[src/hdl/emox_regs.vh]
`ifndef EMOX_REGS_VH
`define EMOX_REGS_VH

// ==========================================================
// register port offsets
`define EMOX_REG_ACC 2'h0
`define EMOX_REG_FLAGS 2'h1
`define EMOX_REG_EXEC 2'h2

// ==========================================================
// flag register bit positions
`define EMOX_FLAG_C 0
`define EMOX_FLAG_AC 1
`define EMOX_FLAG_Z 2
`define EMOX_FLAG_OV 3
`define EMOX_FLAG_SC 4
`define EMOX_FLAG_CZ 5

// ==========================================================
// exec status register bit positions
`define EMOX_EXEC_BUSY 0
`define EMOX_EXEC_SKIP 1

// ==========================================================
// reset values
`define EMOX_RST_ACC 8'h00
`define EMOX_RST_FLAGS 6'h00

// ==========================================================
// operation codes presented by the sequencer
`define EMOX_OP_OR_TO_MEM 5'h00
`define EMOX_OP_ROTATE_LEFT_MEM 5'h01
`define EMOX_OP_ROTATE_LEFT_TO_ACC 5'h02
`define EMOX_OP_ROTATE_LEFT_CARRY_MEM 5'h03
`define EMOX_OP_ROTATE_LEFT_CARRY_TO_ACC 5'h04
`define EMOX_OP_ROTATE_RIGHT_MEM 5'h05
`define EMOX_OP_ROTATE_RIGHT_TO_ACC 5'h06
`define EMOX_OP_ROTATE_RIGHT_CARRY_MEM 5'h07
`define EMOX_OP_ROTATE_RIGHT_CARRY_TO_ACC 5'h08
`define EMOX_OP_SUB_BORROW_TO_ACC 5'h09
`define EMOX_OP_SUB_BORROW_TO_MEM 5'h0a
`define EMOX_OP_SUB_TO_ACC 5'h0b
`define EMOX_OP_SUB_TO_MEM 5'h0c
`define EMOX_OP_DECREMENT_SKIP_ZERO 5'h0d
`define EMOX_OP_DECREMENT_SKIP_ZERO_ACC 5'h0e
`define EMOX_OP_INCREMENT_SKIP_ZERO 5'h0f
`define EMOX_OP_INCREMENT_SKIP_ZERO_ACC 5'h10
`define EMOX_OP_SET_BYTE 5'h11
`define EMOX_OP_SET_BIT 5'h12
`define EMOX_OP_SKIP_IF_NONZERO_BIT 5'h13
`define EMOX_OP_SKIP_IF_NONZERO 5'h14
`define EMOX_OP_NIBBLE_EXCHANGE_MEM 5'h15
`define EMOX_OP_NIBBLE_EXCHANGE_TO_ACC 5'h16
`define EMOX_OP_SKIP_IF_ZERO 5'h17

`endif

[src/hdl/emox_subtr.v]
// ==========================================================
// 8-bit subtractor with borrow in and the arithmetic flags
module emox_subtr (
    // operands
    input wire [7:0] minuend,
    input wire [7:0] subtrahend,
    input wire borrow_in,
    // result and flags
    output wire [7:0] diff,
    output wire carry_out,
    output wire aux_out,
    output wire ovf_out,
    output wire sign_out
);
    wire [8:0] full_diff;
    wire [4:0] low_diff;

    // nine-bit difference, top bit is the borrow out
    assign full_diff = {1'b0, minuend} - {1'b0, subtrahend} - {8'h00, borrow_in};
    assign low_diff = {1'b0, minuend[3:0]} - {1'b0, subtrahend[3:0]} - {4'h0, borrow_in};
    assign diff = full_diff[7:0];
    // carry is set when no borrow, cleared when negative
    assign carry_out = ~full_diff[8];
    assign aux_out = ~low_diff[4];
    // signed overflow: operands differ in sign and result sign flips
    assign ovf_out = (minuend[7] ^ subtrahend[7]) & (full_diff[7] ^ minuend[7]);
    // true sign of the signed result
    assign sign_out = full_diff[7] ^ ovf_out;
endmodule

[src/hdl/emox_exec.v]
// Decided for this implementation: the register offsets and strobed register access.
`include "emox_regs.vh"

module emox_exec #(
    parameter ADDR_W = 8
) (
    // clock and reset
    input wire clock,
    input wire rst,
    // instruction issue from the sequencer
    input wire issue_valid,
    input wire [4:0] issue_op,
    input wire [2:0] issue_bit,
    input wire [ADDR_W-1:0] issue_addr,
    output wire issue_ready,
    // completion towards the sequencer
    output wire done,
    output wire skip_taken,
    output wire dummy_cycle,
    // data memory port
    output wire [ADDR_W-1:0] mem_addr,
    output wire mem_rd,
    input wire [7:0] mem_rdata,
    output wire mem_wr,
    output wire [7:0] mem_wdata,
    // software register port
    input wire [1:0] reg_addr,
    input wire [7:0] reg_wdata,
    input wire reg_wr,
    input wire reg_rd,
    output wire [7:0] reg_rdata,
    // core state
    output wire [7:0] accumulator_reg,
    output wire [5:0] flags
);

    // ==========================================================
    // states
    localparam ST_IDLE = 2'h0;
    localparam ST_READ = 2'h1;
    localparam ST_EXEC = 2'h2;
    localparam ST_DUMMY = 2'h3;

    // ==========================================================
    // helpers
    function [7:0] rot_left;
        input [7:0] val;
        input in_bit;
        begin
            rot_left = {val[6:0], in_bit};
        end
    endfunction

    function [7:0] rot_right;
        input [7:0] val;
        input in_bit;
        begin
            rot_right = {in_bit, val[7:1]};
        end
    endfunction

    function [7:0] nibble_swap;
        input [7:0] val;
        begin
            nibble_swap = {val[3:0], val[7:4]};
        end
    endfunction

    // ==========================================================
    // state
    reg [1:0] state_ff;
    reg [1:0] nxt_state;
    reg [4:0] op_ff;
    reg [2:0] bit_ff;
    reg [ADDR_W-1:0] addr_ff;
    reg [7:0] acc_ff;
    reg [5:0] flags_ff;
    reg mem_rd_ff;
    reg mem_wr_ff;
    reg [7:0] mem_wdata_ff;
    reg done_ff;
    reg skip_ff;
    reg dummy_ff;
    reg last_skip_ff;
    reg [7:0] rdata_ff;

    // ==========================================================
    // execute datapath
    reg [7:0] nxt_result;
    reg nxt_to_mem;
    reg nxt_to_acc;
    reg [5:0] nxt_flags;
    reg nxt_skip;
    reg sub_borrow;
    reg [7:0] bit_mask;

    wire flag_c;
    wire [7:0] sub_diff;
    wire sub_carry;
    wire sub_aux;
    wire sub_ovf;
    wire sub_sign;
    wire sub_zero;
    wire [7:0] dec_val;
    wire [7:0] inc_val;

    assign flag_c = flags_ff[`EMOX_FLAG_C];
    assign dec_val = mem_rdata - 8'h01;
    assign inc_val = mem_rdata + 8'h01;
    assign sub_zero = (sub_diff == 8'h00);

    // shared subtractor for both subtract families
    emox_subtr u_subtr (
        .minuend(acc_ff),
        .subtrahend(mem_rdata),
        .borrow_in(sub_borrow),
        .diff(sub_diff),
        .carry_out(sub_carry),
        .aux_out(sub_aux),
        .ovf_out(sub_ovf),
        .sign_out(sub_sign)
    );

    // operation decode and result selection
    always @* begin
        nxt_result = mem_rdata;
        nxt_to_mem = 1'b0;
        nxt_to_acc = 1'b0;
        nxt_flags = flags_ff;
        nxt_skip = 1'b0;
        sub_borrow = 1'b0;
        bit_mask = 8'h01 << bit_ff;
        case (op_ff)
            `EMOX_OP_OR_TO_MEM: begin
                nxt_result = acc_ff | mem_rdata;
                nxt_to_mem = 1'b1;
                nxt_flags[`EMOX_FLAG_Z] = ((acc_ff | mem_rdata) == 8'h00);
            end
            `EMOX_OP_ROTATE_LEFT_MEM: begin
                nxt_result = rot_left(mem_rdata, mem_rdata[7]);
                nxt_to_mem = 1'b1;
            end
            `EMOX_OP_ROTATE_LEFT_TO_ACC: begin
                nxt_result = rot_left(mem_rdata, mem_rdata[7]);
                nxt_to_acc = 1'b1;
            end
            `EMOX_OP_ROTATE_LEFT_CARRY_MEM: begin
                nxt_result = rot_left(mem_rdata, flag_c);
                nxt_to_mem = 1'b1;
                nxt_flags[`EMOX_FLAG_C] = mem_rdata[7];
            end
            `EMOX_OP_ROTATE_LEFT_CARRY_TO_ACC: begin
                nxt_result = rot_left(mem_rdata, flag_c);
                nxt_to_acc = 1'b1;
                nxt_flags[`EMOX_FLAG_C] = mem_rdata[7];
            end
            `EMOX_OP_ROTATE_RIGHT_MEM: begin
                nxt_result = rot_right(mem_rdata, mem_rdata[0]);
                nxt_to_mem = 1'b1;
            end
            `EMOX_OP_ROTATE_RIGHT_TO_ACC: begin
                nxt_result = rot_right(mem_rdata, mem_rdata[0]);
                nxt_to_acc = 1'b1;
            end
            `EMOX_OP_ROTATE_RIGHT_CARRY_MEM: begin
                nxt_result = rot_right(mem_rdata, flag_c);
                nxt_to_mem = 1'b1;
                nxt_flags[`EMOX_FLAG_C] = mem_rdata[0];
            end
            `EMOX_OP_ROTATE_RIGHT_CARRY_TO_ACC: begin
                nxt_result = rot_right(mem_rdata, flag_c);
                nxt_to_acc = 1'b1;
                nxt_flags[`EMOX_FLAG_C] = mem_rdata[0];
            end
            `EMOX_OP_SUB_BORROW_TO_ACC, `EMOX_OP_SUB_BORROW_TO_MEM: begin
                sub_borrow = ~flag_c;
                nxt_result = sub_diff;
                nxt_to_acc = (op_ff == `EMOX_OP_SUB_BORROW_TO_ACC);
                nxt_to_mem = (op_ff == `EMOX_OP_SUB_BORROW_TO_MEM);
                nxt_flags[`EMOX_FLAG_C] = sub_carry;
                nxt_flags[`EMOX_FLAG_AC] = sub_aux;
                nxt_flags[`EMOX_FLAG_Z] = sub_zero;
                nxt_flags[`EMOX_FLAG_OV] = sub_ovf;
                nxt_flags[`EMOX_FLAG_SC] = sub_sign;
                // chained zero keeps a multi-byte zero result across bytes
                nxt_flags[`EMOX_FLAG_CZ] = sub_zero & flags_ff[`EMOX_FLAG_CZ];
            end
            `EMOX_OP_SUB_TO_ACC, `EMOX_OP_SUB_TO_MEM: begin
                sub_borrow = 1'b0;
                nxt_result = sub_diff;
                nxt_to_acc = (op_ff == `EMOX_OP_SUB_TO_ACC);
                nxt_to_mem = (op_ff == `EMOX_OP_SUB_TO_MEM);
                nxt_flags[`EMOX_FLAG_C] = sub_carry;
                nxt_flags[`EMOX_FLAG_AC] = sub_aux;
                nxt_flags[`EMOX_FLAG_Z] = sub_zero;
                nxt_flags[`EMOX_FLAG_OV] = sub_ovf;
                nxt_flags[`EMOX_FLAG_SC] = sub_sign;
                nxt_flags[`EMOX_FLAG_CZ] = sub_zero;
            end
            `EMOX_OP_DECREMENT_SKIP_ZERO: begin
                nxt_result = dec_val;
                nxt_to_mem = 1'b1;
                nxt_skip = (dec_val == 8'h00);
            end
            `EMOX_OP_DECREMENT_SKIP_ZERO_ACC: begin
                nxt_result = dec_val;
                nxt_to_acc = 1'b1;
                nxt_skip = (dec_val == 8'h00);
            end
            `EMOX_OP_INCREMENT_SKIP_ZERO: begin
                nxt_result = inc_val;
                nxt_to_mem = 1'b1;
                nxt_skip = (inc_val == 8'h00);
            end
            `EMOX_OP_INCREMENT_SKIP_ZERO_ACC: begin
                nxt_result = inc_val;
                nxt_to_acc = 1'b1;
                nxt_skip = (inc_val == 8'h00);
            end
            `EMOX_OP_SET_BYTE: begin
                nxt_result = 8'hff;
                nxt_to_mem = 1'b1;
            end
            `EMOX_OP_SET_BIT: begin
                nxt_result = mem_rdata | bit_mask;
                nxt_to_mem = 1'b1;
            end
            `EMOX_OP_SKIP_IF_NONZERO_BIT: begin
                nxt_skip = ((mem_rdata & bit_mask) != 8'h00);
            end
            `EMOX_OP_SKIP_IF_NONZERO: begin
                nxt_to_mem = 1'b1;
                nxt_skip = (mem_rdata != 8'h00);
            end
            `EMOX_OP_NIBBLE_EXCHANGE_MEM: begin
                nxt_result = nibble_swap(mem_rdata);
                nxt_to_mem = 1'b1;
            end
            `EMOX_OP_NIBBLE_EXCHANGE_TO_ACC: begin
                nxt_result = nibble_swap(mem_rdata);
                nxt_to_acc = 1'b1;
            end
            `EMOX_OP_SKIP_IF_ZERO: begin
                nxt_to_mem = 1'b1;
                nxt_skip = (mem_rdata == 8'h00);
            end
            default: begin
                nxt_result = mem_rdata;
            end
        endcase
    end

    // ==========================================================
    // sequencing
    always @* begin
        nxt_state = state_ff;
        case (state_ff)
            ST_IDLE: begin
                if (issue_valid) begin
                    nxt_state = ST_READ;
                end
            end
            ST_READ: begin
                nxt_state = ST_EXEC;
            end
            ST_EXEC: begin
                // only a taken skip spends the extra dummy cycle
                nxt_state = nxt_skip ? ST_DUMMY : ST_IDLE;
            end
            ST_DUMMY: begin
                nxt_state = ST_IDLE;
            end
            default: begin
                nxt_state = ST_IDLE;
            end
        endcase
    end

    // state register and captured instruction
    always @(posedge clock or posedge rst) begin
        if (rst) begin
            state_ff <= ST_IDLE;
            op_ff <= 5'h00;
            bit_ff <= 3'h0;
            addr_ff <= {ADDR_W{1'b0}};
        end else begin
            state_ff <= nxt_state;
            if (state_ff == ST_IDLE && issue_valid) begin
                op_ff <= issue_op;
                bit_ff <= issue_bit;
                addr_ff <= issue_addr;
            end
        end
    end

    // memory strobes, completion and skip signalling
    always @(posedge clock or posedge rst) begin
        if (rst) begin
            mem_rd_ff <= 1'b0;
            mem_wr_ff <= 1'b0;
            mem_wdata_ff <= 8'h00;
            done_ff <= 1'b0;
            skip_ff <= 1'b0;
            dummy_ff <= 1'b0;
            last_skip_ff <= 1'b0;
        end else begin
            mem_rd_ff <= (state_ff == ST_IDLE) && issue_valid;
            mem_wr_ff <= (state_ff == ST_EXEC) && nxt_to_mem;
            if (state_ff == ST_EXEC) begin
                mem_wdata_ff <= nxt_result;
                last_skip_ff <= nxt_skip;
            end
            dummy_ff <= (state_ff == ST_EXEC) && nxt_skip;
            done_ff <= ((state_ff == ST_EXEC) && !nxt_skip) || (state_ff == ST_DUMMY);
            skip_ff <= (state_ff == ST_DUMMY);
        end
    end

    // ==========================================================
    // accumulator and flags, execution wins over a software write
    always @(posedge clock or posedge rst) begin
        if (rst) begin
            acc_ff <= `EMOX_RST_ACC;
            flags_ff <= `EMOX_RST_FLAGS;
        end else begin
            if (state_ff == ST_EXEC && nxt_to_acc) begin
                acc_ff <= nxt_result;
            end else if (reg_wr && reg_addr == `EMOX_REG_ACC) begin
                acc_ff <= reg_wdata;
            end
            if (state_ff == ST_EXEC) begin
                flags_ff <= nxt_flags;
            end else if (reg_wr && reg_addr == `EMOX_REG_FLAGS) begin
                flags_ff <= reg_wdata[5:0];
            end
        end
    end

    // register read data, valid only in the cycle after the strobe
    always @(posedge clock or posedge rst) begin
        if (rst) begin
            rdata_ff <= 8'h00;
        end else if (reg_rd) begin
            case (reg_addr)
                `EMOX_REG_ACC: rdata_ff <= acc_ff;
                `EMOX_REG_FLAGS: rdata_ff <= {2'b00, flags_ff};
                `EMOX_REG_EXEC: rdata_ff <= {6'h00, last_skip_ff, (state_ff != ST_IDLE)};
                default: rdata_ff <= 8'h00;
            endcase
        end else begin
            rdata_ff <= 8'h00;
        end
    end

    // ==========================================================
    // outputs
    assign issue_ready = (state_ff == ST_IDLE);
    assign done = done_ff;
    assign skip_taken = skip_ff;
    assign dummy_cycle = dummy_ff;
    assign mem_addr = addr_ff;
    assign mem_rd = mem_rd_ff;
    assign mem_wr = mem_wr_ff;
    assign mem_wdata = mem_wdata_ff;
    assign reg_rdata = rdata_ff;
    assign accumulator_reg = acc_ff;
    assign flags = flags_ff;

endmodule

[config.mk]
export PLATFORM = sky130hd
export DESIGN_NAME = emox_exec
export DESIGN_NICKNAME = d
export VERILOG_FILES = /design/src/hdl/emox_subtr.v /design/src/hdl/emox_exec.v
export VERILOG_INCLUDE_DIRS = /design/src /design/src/hdl
export SDC_FILE = /design/constraint.sdc
export NUM_CORES = 1
export LEC_CHECK = 0
export BUFFER_PORTS_ARGS = -buffer_cell sky130_fd_sc_hd__buf_4
export CELL_PAD_IN_SITES_DETAIL_PLACEMENT = 1
export CELL_PAD_IN_SITES_GLOBAL_PLACEMENT = 2
export CORE_MARGIN = 3
export CORE_UTILIZATION = 30
export CTS_CLUSTER_SIZE = 10
export DETAILED_ROUTE_END_ITERATION = 16
export PLACE_DENSITY_LB_ADDON = 0.1
export SKIP_CTS_REPAIR_TIMING = 1
export SYNTH_ARGS = -nofsm -noshare
export SYNTH_HDL_FRONTEND = slang
export SYNTH_SLANG_ARGS = --single-unit
[constraint.sdc]
create_clock -name clock -period 3.7 [get_ports clock]
set_clock_uncertainty 0.05 [all_clocks]
set_input_delay 0.37 -clock clock [delete_from_list [all_inputs] [get_ports clock]]
set_output_delay 0.37 -clock clock [all_outputs]
set_load 0.1 [all_outputs]
-- Word level (Yosys, flattened, before mapping)
Index checks and enable logic that the tools add are counted.
- bits in latches: 0
- ROM bits: 0
- word-level logic and storage cells: 124
- memories: 0
- output and inout bits: 44
- RAM bits: 0
- input bits: 39
- bits in registers: 54
- reductions and logical operators: 38
- shifts and indexed selects: 1
- $mul: 0
- multiplexer cells: 18
- equality and inequality tests: 33
- magnitude comparators: 0
- add/sub/neg operators: 6
- bitwise operators: 11
- divide/modulo/power cells: 0
- operator list (kind ; number):
    $pmux 8 s11 ; 1
    $eq 5x4->1 const B ; 8
    $eq 5x5->1 const B ; 8
    $logic_not 8->1 ; 5
    $mux 8 ; 3
    $pmux 8 s3 ; 1
    $eq 5x3->1 const B ; 4
    $reduce_or 2->1 ; 9
    $or 8x8->8 ; 2
    $reduce_bool 8->1 ; 2
    $mux 6 ; 2
    $reduce_or 12->1 ; 1
    $eq 5x2->1 const B ; 2
    $pmux 1 s3 ; 3
    $sub 8x8->9 ; 1
    $sub 9x1->9 ; 1
    $add 8x1->8 const B ; 1
    $and 8x8->8 ; 1
    $pmux 2 s4 ; 1
    $reduce_and 2->1 ; 4
    $shl 1x3->8 const A ; 1
    $sub 8x1->8 const B ; 1
    $logic_and 1x1->1 ; 7
    $reduce_or 7->1 ; 1
    other kinds (23) ; 37

-- Longest topological paths before layout
Gate-level depths: netlist of the first run.
- depth after elaboration: 9
- mapped depth: 15
- mapped depth without buffers: 11

-- By module
A second synthesis of the first run with hierarchy kept.
- cell total of the unflattened synthesis: 548
- area, all modules: 4644.5 sq um
- modules (own cells, without submodules) (module ; cells an instance ; times used ; area an instance (sq um)):
    emox_exec ; 471 ; 1 ; 4053.9
    emox_subtr ; 77 ; 1 ; 590.6

-- Worst setup path before layout of the first run
OpenSTA, ideal clock, no wires.
- kind: reg-to-reg
- start point: reg op_ff[2]
- end point: reg flags_ff[5] (netlist: flags[5])
- required time: 3.567 ns
- slack: 0.316 ns
- path buffers: 4
- stages on the path, launching flop included: 15
- setup time: 0.083 ns
- arrival time: 3.251 ns
- cell sequence: dfrtp_1 buf_2 buf_2 buf_2 clkbuf_1 nor2_1 nand3_1 fa_1 ha_1 xor2_1 or4_1 a21oi_1 nand4_1 or2_2 a31oi_1
- longest elaborated chain between the ends: 8
- elaborated cells between the ends (all ways): 14
- ends and longest elaborated chain (item ; line ; RTL):
    from (decl) ; emox_exec.v:73 ; reg [4:0] op_ff;
    from (signal assigned) ; emox_exec.v:289 ; op_ff <= issue_op;
    $eq 5x4->1 ; emox_exec.v:133 ; case (op_ff)
    $reduce_or 2->1 ; emox_exec.v:133 ;
    $mux 1 ; emox_exec.v:133 ;
    $sub 9x1->9 ; emox_subtr.v:19 ; assign full_diff = {1'b0, minuend} - {1'b0, subtrahend} - {8'h00, borrow_in};
    $logic_not 8->1 ; emox_exec.v:110 ; assign sub_zero = (sub_diff == 8'h00);
    $and 1x1->1 ; emox_exec.v:186 ; nxt_flags[`EMOX_FLAG_CZ] = sub_zero & flags_ff[`EMOX_FLAG_CZ];
    $pmux 3 s2 ; emox_exec.v:133 ;
    $mux 6 ; emox_exec.v:331 ; if (state_ff == ST_EXEC) begin
    to (signal assigned) ; emox_exec.v:324 ; flags_ff <= `EMOX_RST_FLAGS;
    to (signal assigned) ; emox_exec.v:332 ; flags_ff <= nxt_flags;
    to (signal assigned) ; emox_exec.v:334 ; flags_ff <= reg_wdata[5:0];
    to (decl) ; emox_exec.v:77 ; reg [5:0] flags_ff;
Parallel ways exist; a longest one is shown, timed or not. The select of a mux whose other input is x is not followed.
A chain may end at the register's enable or synchronous reset.

-- Worst setup path after layout of the first run
- start point: reg op_ff[0]
- end point: reg flags_ff[5] (netlist: flags[5])
Same word-level chain as after synthesis.

==> flow_summary.json, run 1 <==
{
  "drtPass1Iterations": 4,
  "syn2layout_area_growth_pct": 22.1,
  "synthesis.area_mm2": 0.00447,
  "grt_util_all_layers": 0.221,
  "dr.first_iter.drc_count": 234,
  "routed-via-count": 4625,
  "gp_congestion": 0.904,
  "grt_max_degree": 36,
  "post-route-period-util": 0.864,
  "path_class": "flip-flop to flip-flop",
  "yosys_warnings": 0,
  "hold_viol": 0,
  "crit_chain": "xor2_1, nand3_1, fa_1, fa_1, o21a_1, or3_1, a21oi_1, nand4_1, or2_2, a31oi_1",
  "slew_violations": 0,
  "finish.utilization": 0.385,
  "drv_cap": 0,
  "clk_latency_ns": 0.30,
  "cts_htree_levels": 2,
  "die_y_um": 128,
  "busiest_layer": "met2",
  "final.setup.tns_ns": 0,
  "hp-class": "input port to async pin",
  "io_buffer_count": 82,
  "drt-vias-per-instance": 5.82,
  "core-area_mm2": 0.0142,
  "crit_path_frequent_cell": "fa_1",
  "ys_async_sr_fraction": 1.00,
  "drc": 0,
  "die_area_mm2": 0.0164,
  "dp_slack_ns": 0.535,
  "slew_headroom": 0.534,
  "die-width_um": 128,
  "reg2regPathDepth": 10,
  "yosysSeqAreaShare": 0.302,
  "overflow": 0,
  "grt_pass1_wl_um": 27900,
  "drive_gt1_frac": 0.225,
  "yosysUniqueCellTypes": 69,
  "grt_pass1_vias": 4676,
  "placed_cell_area_mm2": 0.00531,
  "cts_tree": "done",
  "finalWirelength_um": 18400,
  "synth_nets": 607,
  "pin_count": 83,
  "ant_nets": 0,
  "antenna_cells": 0,
  "slowest_stage": "fa_1",
  "start_kind": "flip-flop",
  "crit_arrival_ns": 3.37,
  "path_buf_inv": 0,
  "synth-edff-count": 0,
  "layout_commonest_cell": "buf_4",
  "rsz0062_at_grt": "no",
  "cp_max_fo": 5,
  "setup_violations": 0,
  "antenna_found_initial": 0,
  "met3_usage": 0.0367,
  "use_met2": 0.372,
  "synth_cells": 542,
  "finalCriticalPeriod_ns": 3.20,
  "status": "finished, final reports clean",
  "ys_ff_latch": 54,
  "synth_ff_type": "dfrtp_1",
  "met1_usage": 0.294,
  "initial_core_util": 0.315,
  "cts.sinks": 54,
  "cp.depth": 10,
  "final_nets": 678,
  "layout.cells.most_common_list": "103 x buf_4, 54 x dfrtp_1, 41 x o21ai_0",
  "cp_top_family": "simple AND/OR/NAND/NOR gates",
  "row_count": 43,
  "fin_area_mm2": 0.00546,
  "syn_avg_cell_area_um2": 8.25,
  "crit_path_end_kind": "flip-flop",
  "fillerInstances": 1712,
  "cts.clk_slew.worst_paths_ns": 0.07,
  "crit_required_ns": 3.87,
  "setup_ws_ns": 0.504,
  "place_hpwl_um": 14100,
  "clockRootBuffer": "clkbuf_16",
  "cts_buffer_depth": 2,
  "cts_buffers": 5,
  "wire_per_inst_um": 23.1,
  "max_stage_delay_ns": 0.45,
  "tightest_slew_ns": 0.698,
  "timing.fmax_mhz": 313
}
-- Yosys cell counts, types with 4 or more instances --
master / count / area [um2]
o21a_1: 5 / 37.5
xnor2_1: 13 / 114
nor3_1: 15 / 75.1
mux2i_1: 18 / 180
nand3_1: 15 / 75.1
or2_2: 5 / 31.3
a21oi_1: 38 / 190
or4_1: 5 / 37.5
and3_1: 4 / 25.0
clkbuf_1: 29 / 109
inv_1: 30 / 113
nand2_1: 39 / 146
a31oi_1: 7 / 43.8
o22ai_1: 11 / 68.8
nor3b_1: 4 / 30.0
o21ai_0: 41 / 205
o31ai_1: 9 / 67.6
mux2_2: 12 / 135
and2_1: 5 / 31.3
dfrtp_1: 54 / 1350
nor2b_1: 8 / 50.1
nor2_1: 37 / 139
nand4_1: 8 / 50.1
a22o_1: 4 / 35.0
a221oi_1: 4 / 35.0
buf_2: 8 / 40.0
or3_1: 6 / 37.5
nor4_1: 7 / 43.8
ha_1: 24 / 300
nor4bb_1: 4 / 40.0
nand2b_1: 8 / 50.1
-- per-stage QoR --
stage / hold WS, ns / cells
global placement: 0.363 / 786
finish: 0.0337 / 794
CTS: 0.0374 / 794
global route: 0.0521 / 794
floorplan: 0.437 / 542
detailed placement: 0.368 / 786
-- cell families after synthesis --
| group | share of synthesized area |
|---|---|
| multiplexers | 0.0705 |
| AND/OR/NAND/NOR | 0.222 |
| XOR/XNOR | 0.0313 |
| AO/OA/AOI/OAI | 0.236 |
| adder cells (fa/ha/maj) | 0.0761 |
| buffers and inverters | 0.0627 |
| flip-flops | 0.302 |
-- metal layers --
| layer | vias up | share of wire |
|---|---|---|
| met2 | 154 | 0.48 |
| met4 | 0 | 0.018 |
| li1 | 2143 | - |
| met5 | - | 0 |
| met1 | 2304 | 0.45 |
| met3 | 24 | 0.051 |
-- worst paths after layout --
path | to | slack [ns] | from
hold / removal | reg_rdata[3] | 0.03 | rst
min in group clock | bit_ff[1] | 0.22 | issue_bit[1]
setup reg to reg | flags[5] | 0.50 | op_ff[0]
max in group asynchronous | flags[0] | 2.75 | rst
setup / recovery | flags[5] | 0.50 | op_ff[0]
hold reg to reg | mem_wdata[5] | 0.44 | mem_wdata[5]
-- layout make-up --
class                           instances  area [um2]  area share
Timing Repair Buffer                  103         773       0.142
Tap cell                              180         225      0.0412
Clock inverter                          2        16.3     0.00298
Inverter                               31         116      0.0213
Multi-Input combinational cell        418        2840       0.520
Clock buffer                            6         139      0.0254
Sequential cell                        54        1350       0.247
Power of run 1 is left out: the tool's default activity adds up to more than one toggle a clock period on the data nets, which glitch-free logic cannot reach.
==> run 2: changes to the inputs <==
Settings changed: PLACE_DENSITY set to 0.71, PLACE_DENSITY_LB_ADDON 0.1 to unset.
==> flow_summary.json, run 2 (synthesis results as in run 1) <==
{
  "status": "finished, final reports clean",
  "use_met2": 0.374,
  "antenna_found_initial": 0,
  "cts_tree": "done",
  "routed-via-count": 4529,
  "cts_buffers": 5,
  "die_y_um": 128,
  "start_kind": "flip-flop",
  "tightest_slew_ns": 0.784,
  "grt_pass1_wl_um": 28300,
  "clockRootBuffer": "clkbuf_16",
  "hp-class": "input port to async pin",
  "setup_violations": 0,
  "path_class": "flip-flop to flip-flop",
  "finalCriticalPeriod_ns": 3.34,
  "finalWirelength_um": 18100,
  "drv_cap": 0,
  "met1_usage": 0.302,
  "critical_path.endpoint": "flags[2]",
  "grt_max_degree": 37,
  "r2r_end": "flags[2]",
  "busiest_layer": "met2",
  "crit_path_end_kind": "flip-flop",
  "initial_core_util": 0.315,
  "drc": 0,
  "layout_commonest_cell": "buf_4",
  "rsz0062_at_grt": "no",
  "dr.first_iter.drc_count": 295,
  "cts.clk_slew.worst_paths_ns": 0.08,
  "post-route-period-util": 0.902,
  "syn2layout_area_growth_pct": 21.8,
  "overflow": 0,
  "wire_per_inst_um": 22.9,
  "crit_required_ns": 3.89,
  "clk_latency_ns": 0.30,
  "slew_violations": 0,
  "layout.cells.most_common_list": "101 x buf_4, 54 x dfrtp_1, 41 x o21ai_0",
  "pin_count": 83,
  "drt-vias-per-instance": 5.72,
  "hold_viol": 0,
  "place_hpwl_um": 14000,
  "met3_usage": 0.0304,
  "die-width_um": 128,
  "drtPass1Iterations": 5,
  "cts_htree_levels": 2,
  "reg2reg_setup_slack_ns": 0.36,
  "drive_gt1_frac": 0.222,
  "ant_nets": 0,
  "gp_congestion": 0.905,
  "final_nets": 676,
  "core-area_mm2": 0.0142,
  "setup.worst_path.start": "op_ff[0]",
  "cp_max_fo": 5,
  "reg2regPathDepth": 10,
  "row_count": 43,
  "timing.fmax_mhz": 300,
  "grt_util_all_layers": 0.222,
  "die_area_mm2": 0.0164,
  "reg2reg_from": "op_ff[0]",
  "final.setup.tns_ns": 0,
  "crit_arrival_ns": 3.53,
  "io_buffer_count": 82,
  "cts.sinks": 54,
  "cts_buffer_depth": 2,
  "grt_pass1_vias": 4755,
  "antenna_cells": 0,
  "slew_headroom": 0.476
}
run 2: cell count changes in the layout (fill, tap and decap cells not counted):
cell	delta
buf_4	-2
run 2: per-stage QoR:
stage | instance area, um2 | instances | worst slack, ns | hold WS [ns] | utilization
floorplan | 4470 | 542 | 0.316 | 0.437 | -
global placement | 5290 | 784 | 0.479 | 0.421 | 0.373
detailed placement | 5290 | 784 | 0.402 | 0.430 | 0.373
CTS | 5450 | 792 | 0.364 | 0.194 | 0.384
global route | 5450 | 792 | 0.121 | 0.222 | 0.384
finish | 5450 | 792 | 0.362 | 0.167 | 0.384
run 2: metal layers:
| layer | share of wire | wire (um) | vias up |
|---|---|---|---|
| met1 | 0.45 | 8140 | 2233 |
| met2 | 0.48 | 8770 | 142 |
| met4 | 0.021 | 384 | 0 |
| met5 | 0 | 0 | - |
| li1 | - | - | 2131 |
| met3 | 0.047 | 843 | 23 |
run 2: worst max-delay path, cell delays in order, from the launching register on:
cell	delay, ns
dfrtp_1	0.40
xor2_1	0.21
nand3_1	0.18
fa_1	0.46
fa_1	0.43
o21a_1	0.27
or3_1	0.35
a21oi_1	0.18
nand4_1	0.16
o311ai_0	0.39
o21a_1	0.19
run 2: worst min-delay path by stage:
stage,to,slack [ns],cells after the start
after floorplan,bit_ff[0],0.44,2
after global placement,mem_wdata[5],0.42,2
after detailed placement,mem_wdata[1],0.43,2
after CTS,reg_rdata[4],0.19,2
after global routing,bit_ff[0],0.22,3
final,reg_rdata[4],0.17,2
run 2: final cells by class:
type                    count  area (um2)
well taps                 180         225
inverters                  31         116
clock inverters             2        16.3
multi-input cells         418        2840
fillers                  1704        8760
repair buffers            101         758
flip-flops and latches     54        1350
clock buffers               6         139
Power of run 2 is left out for the same reason.
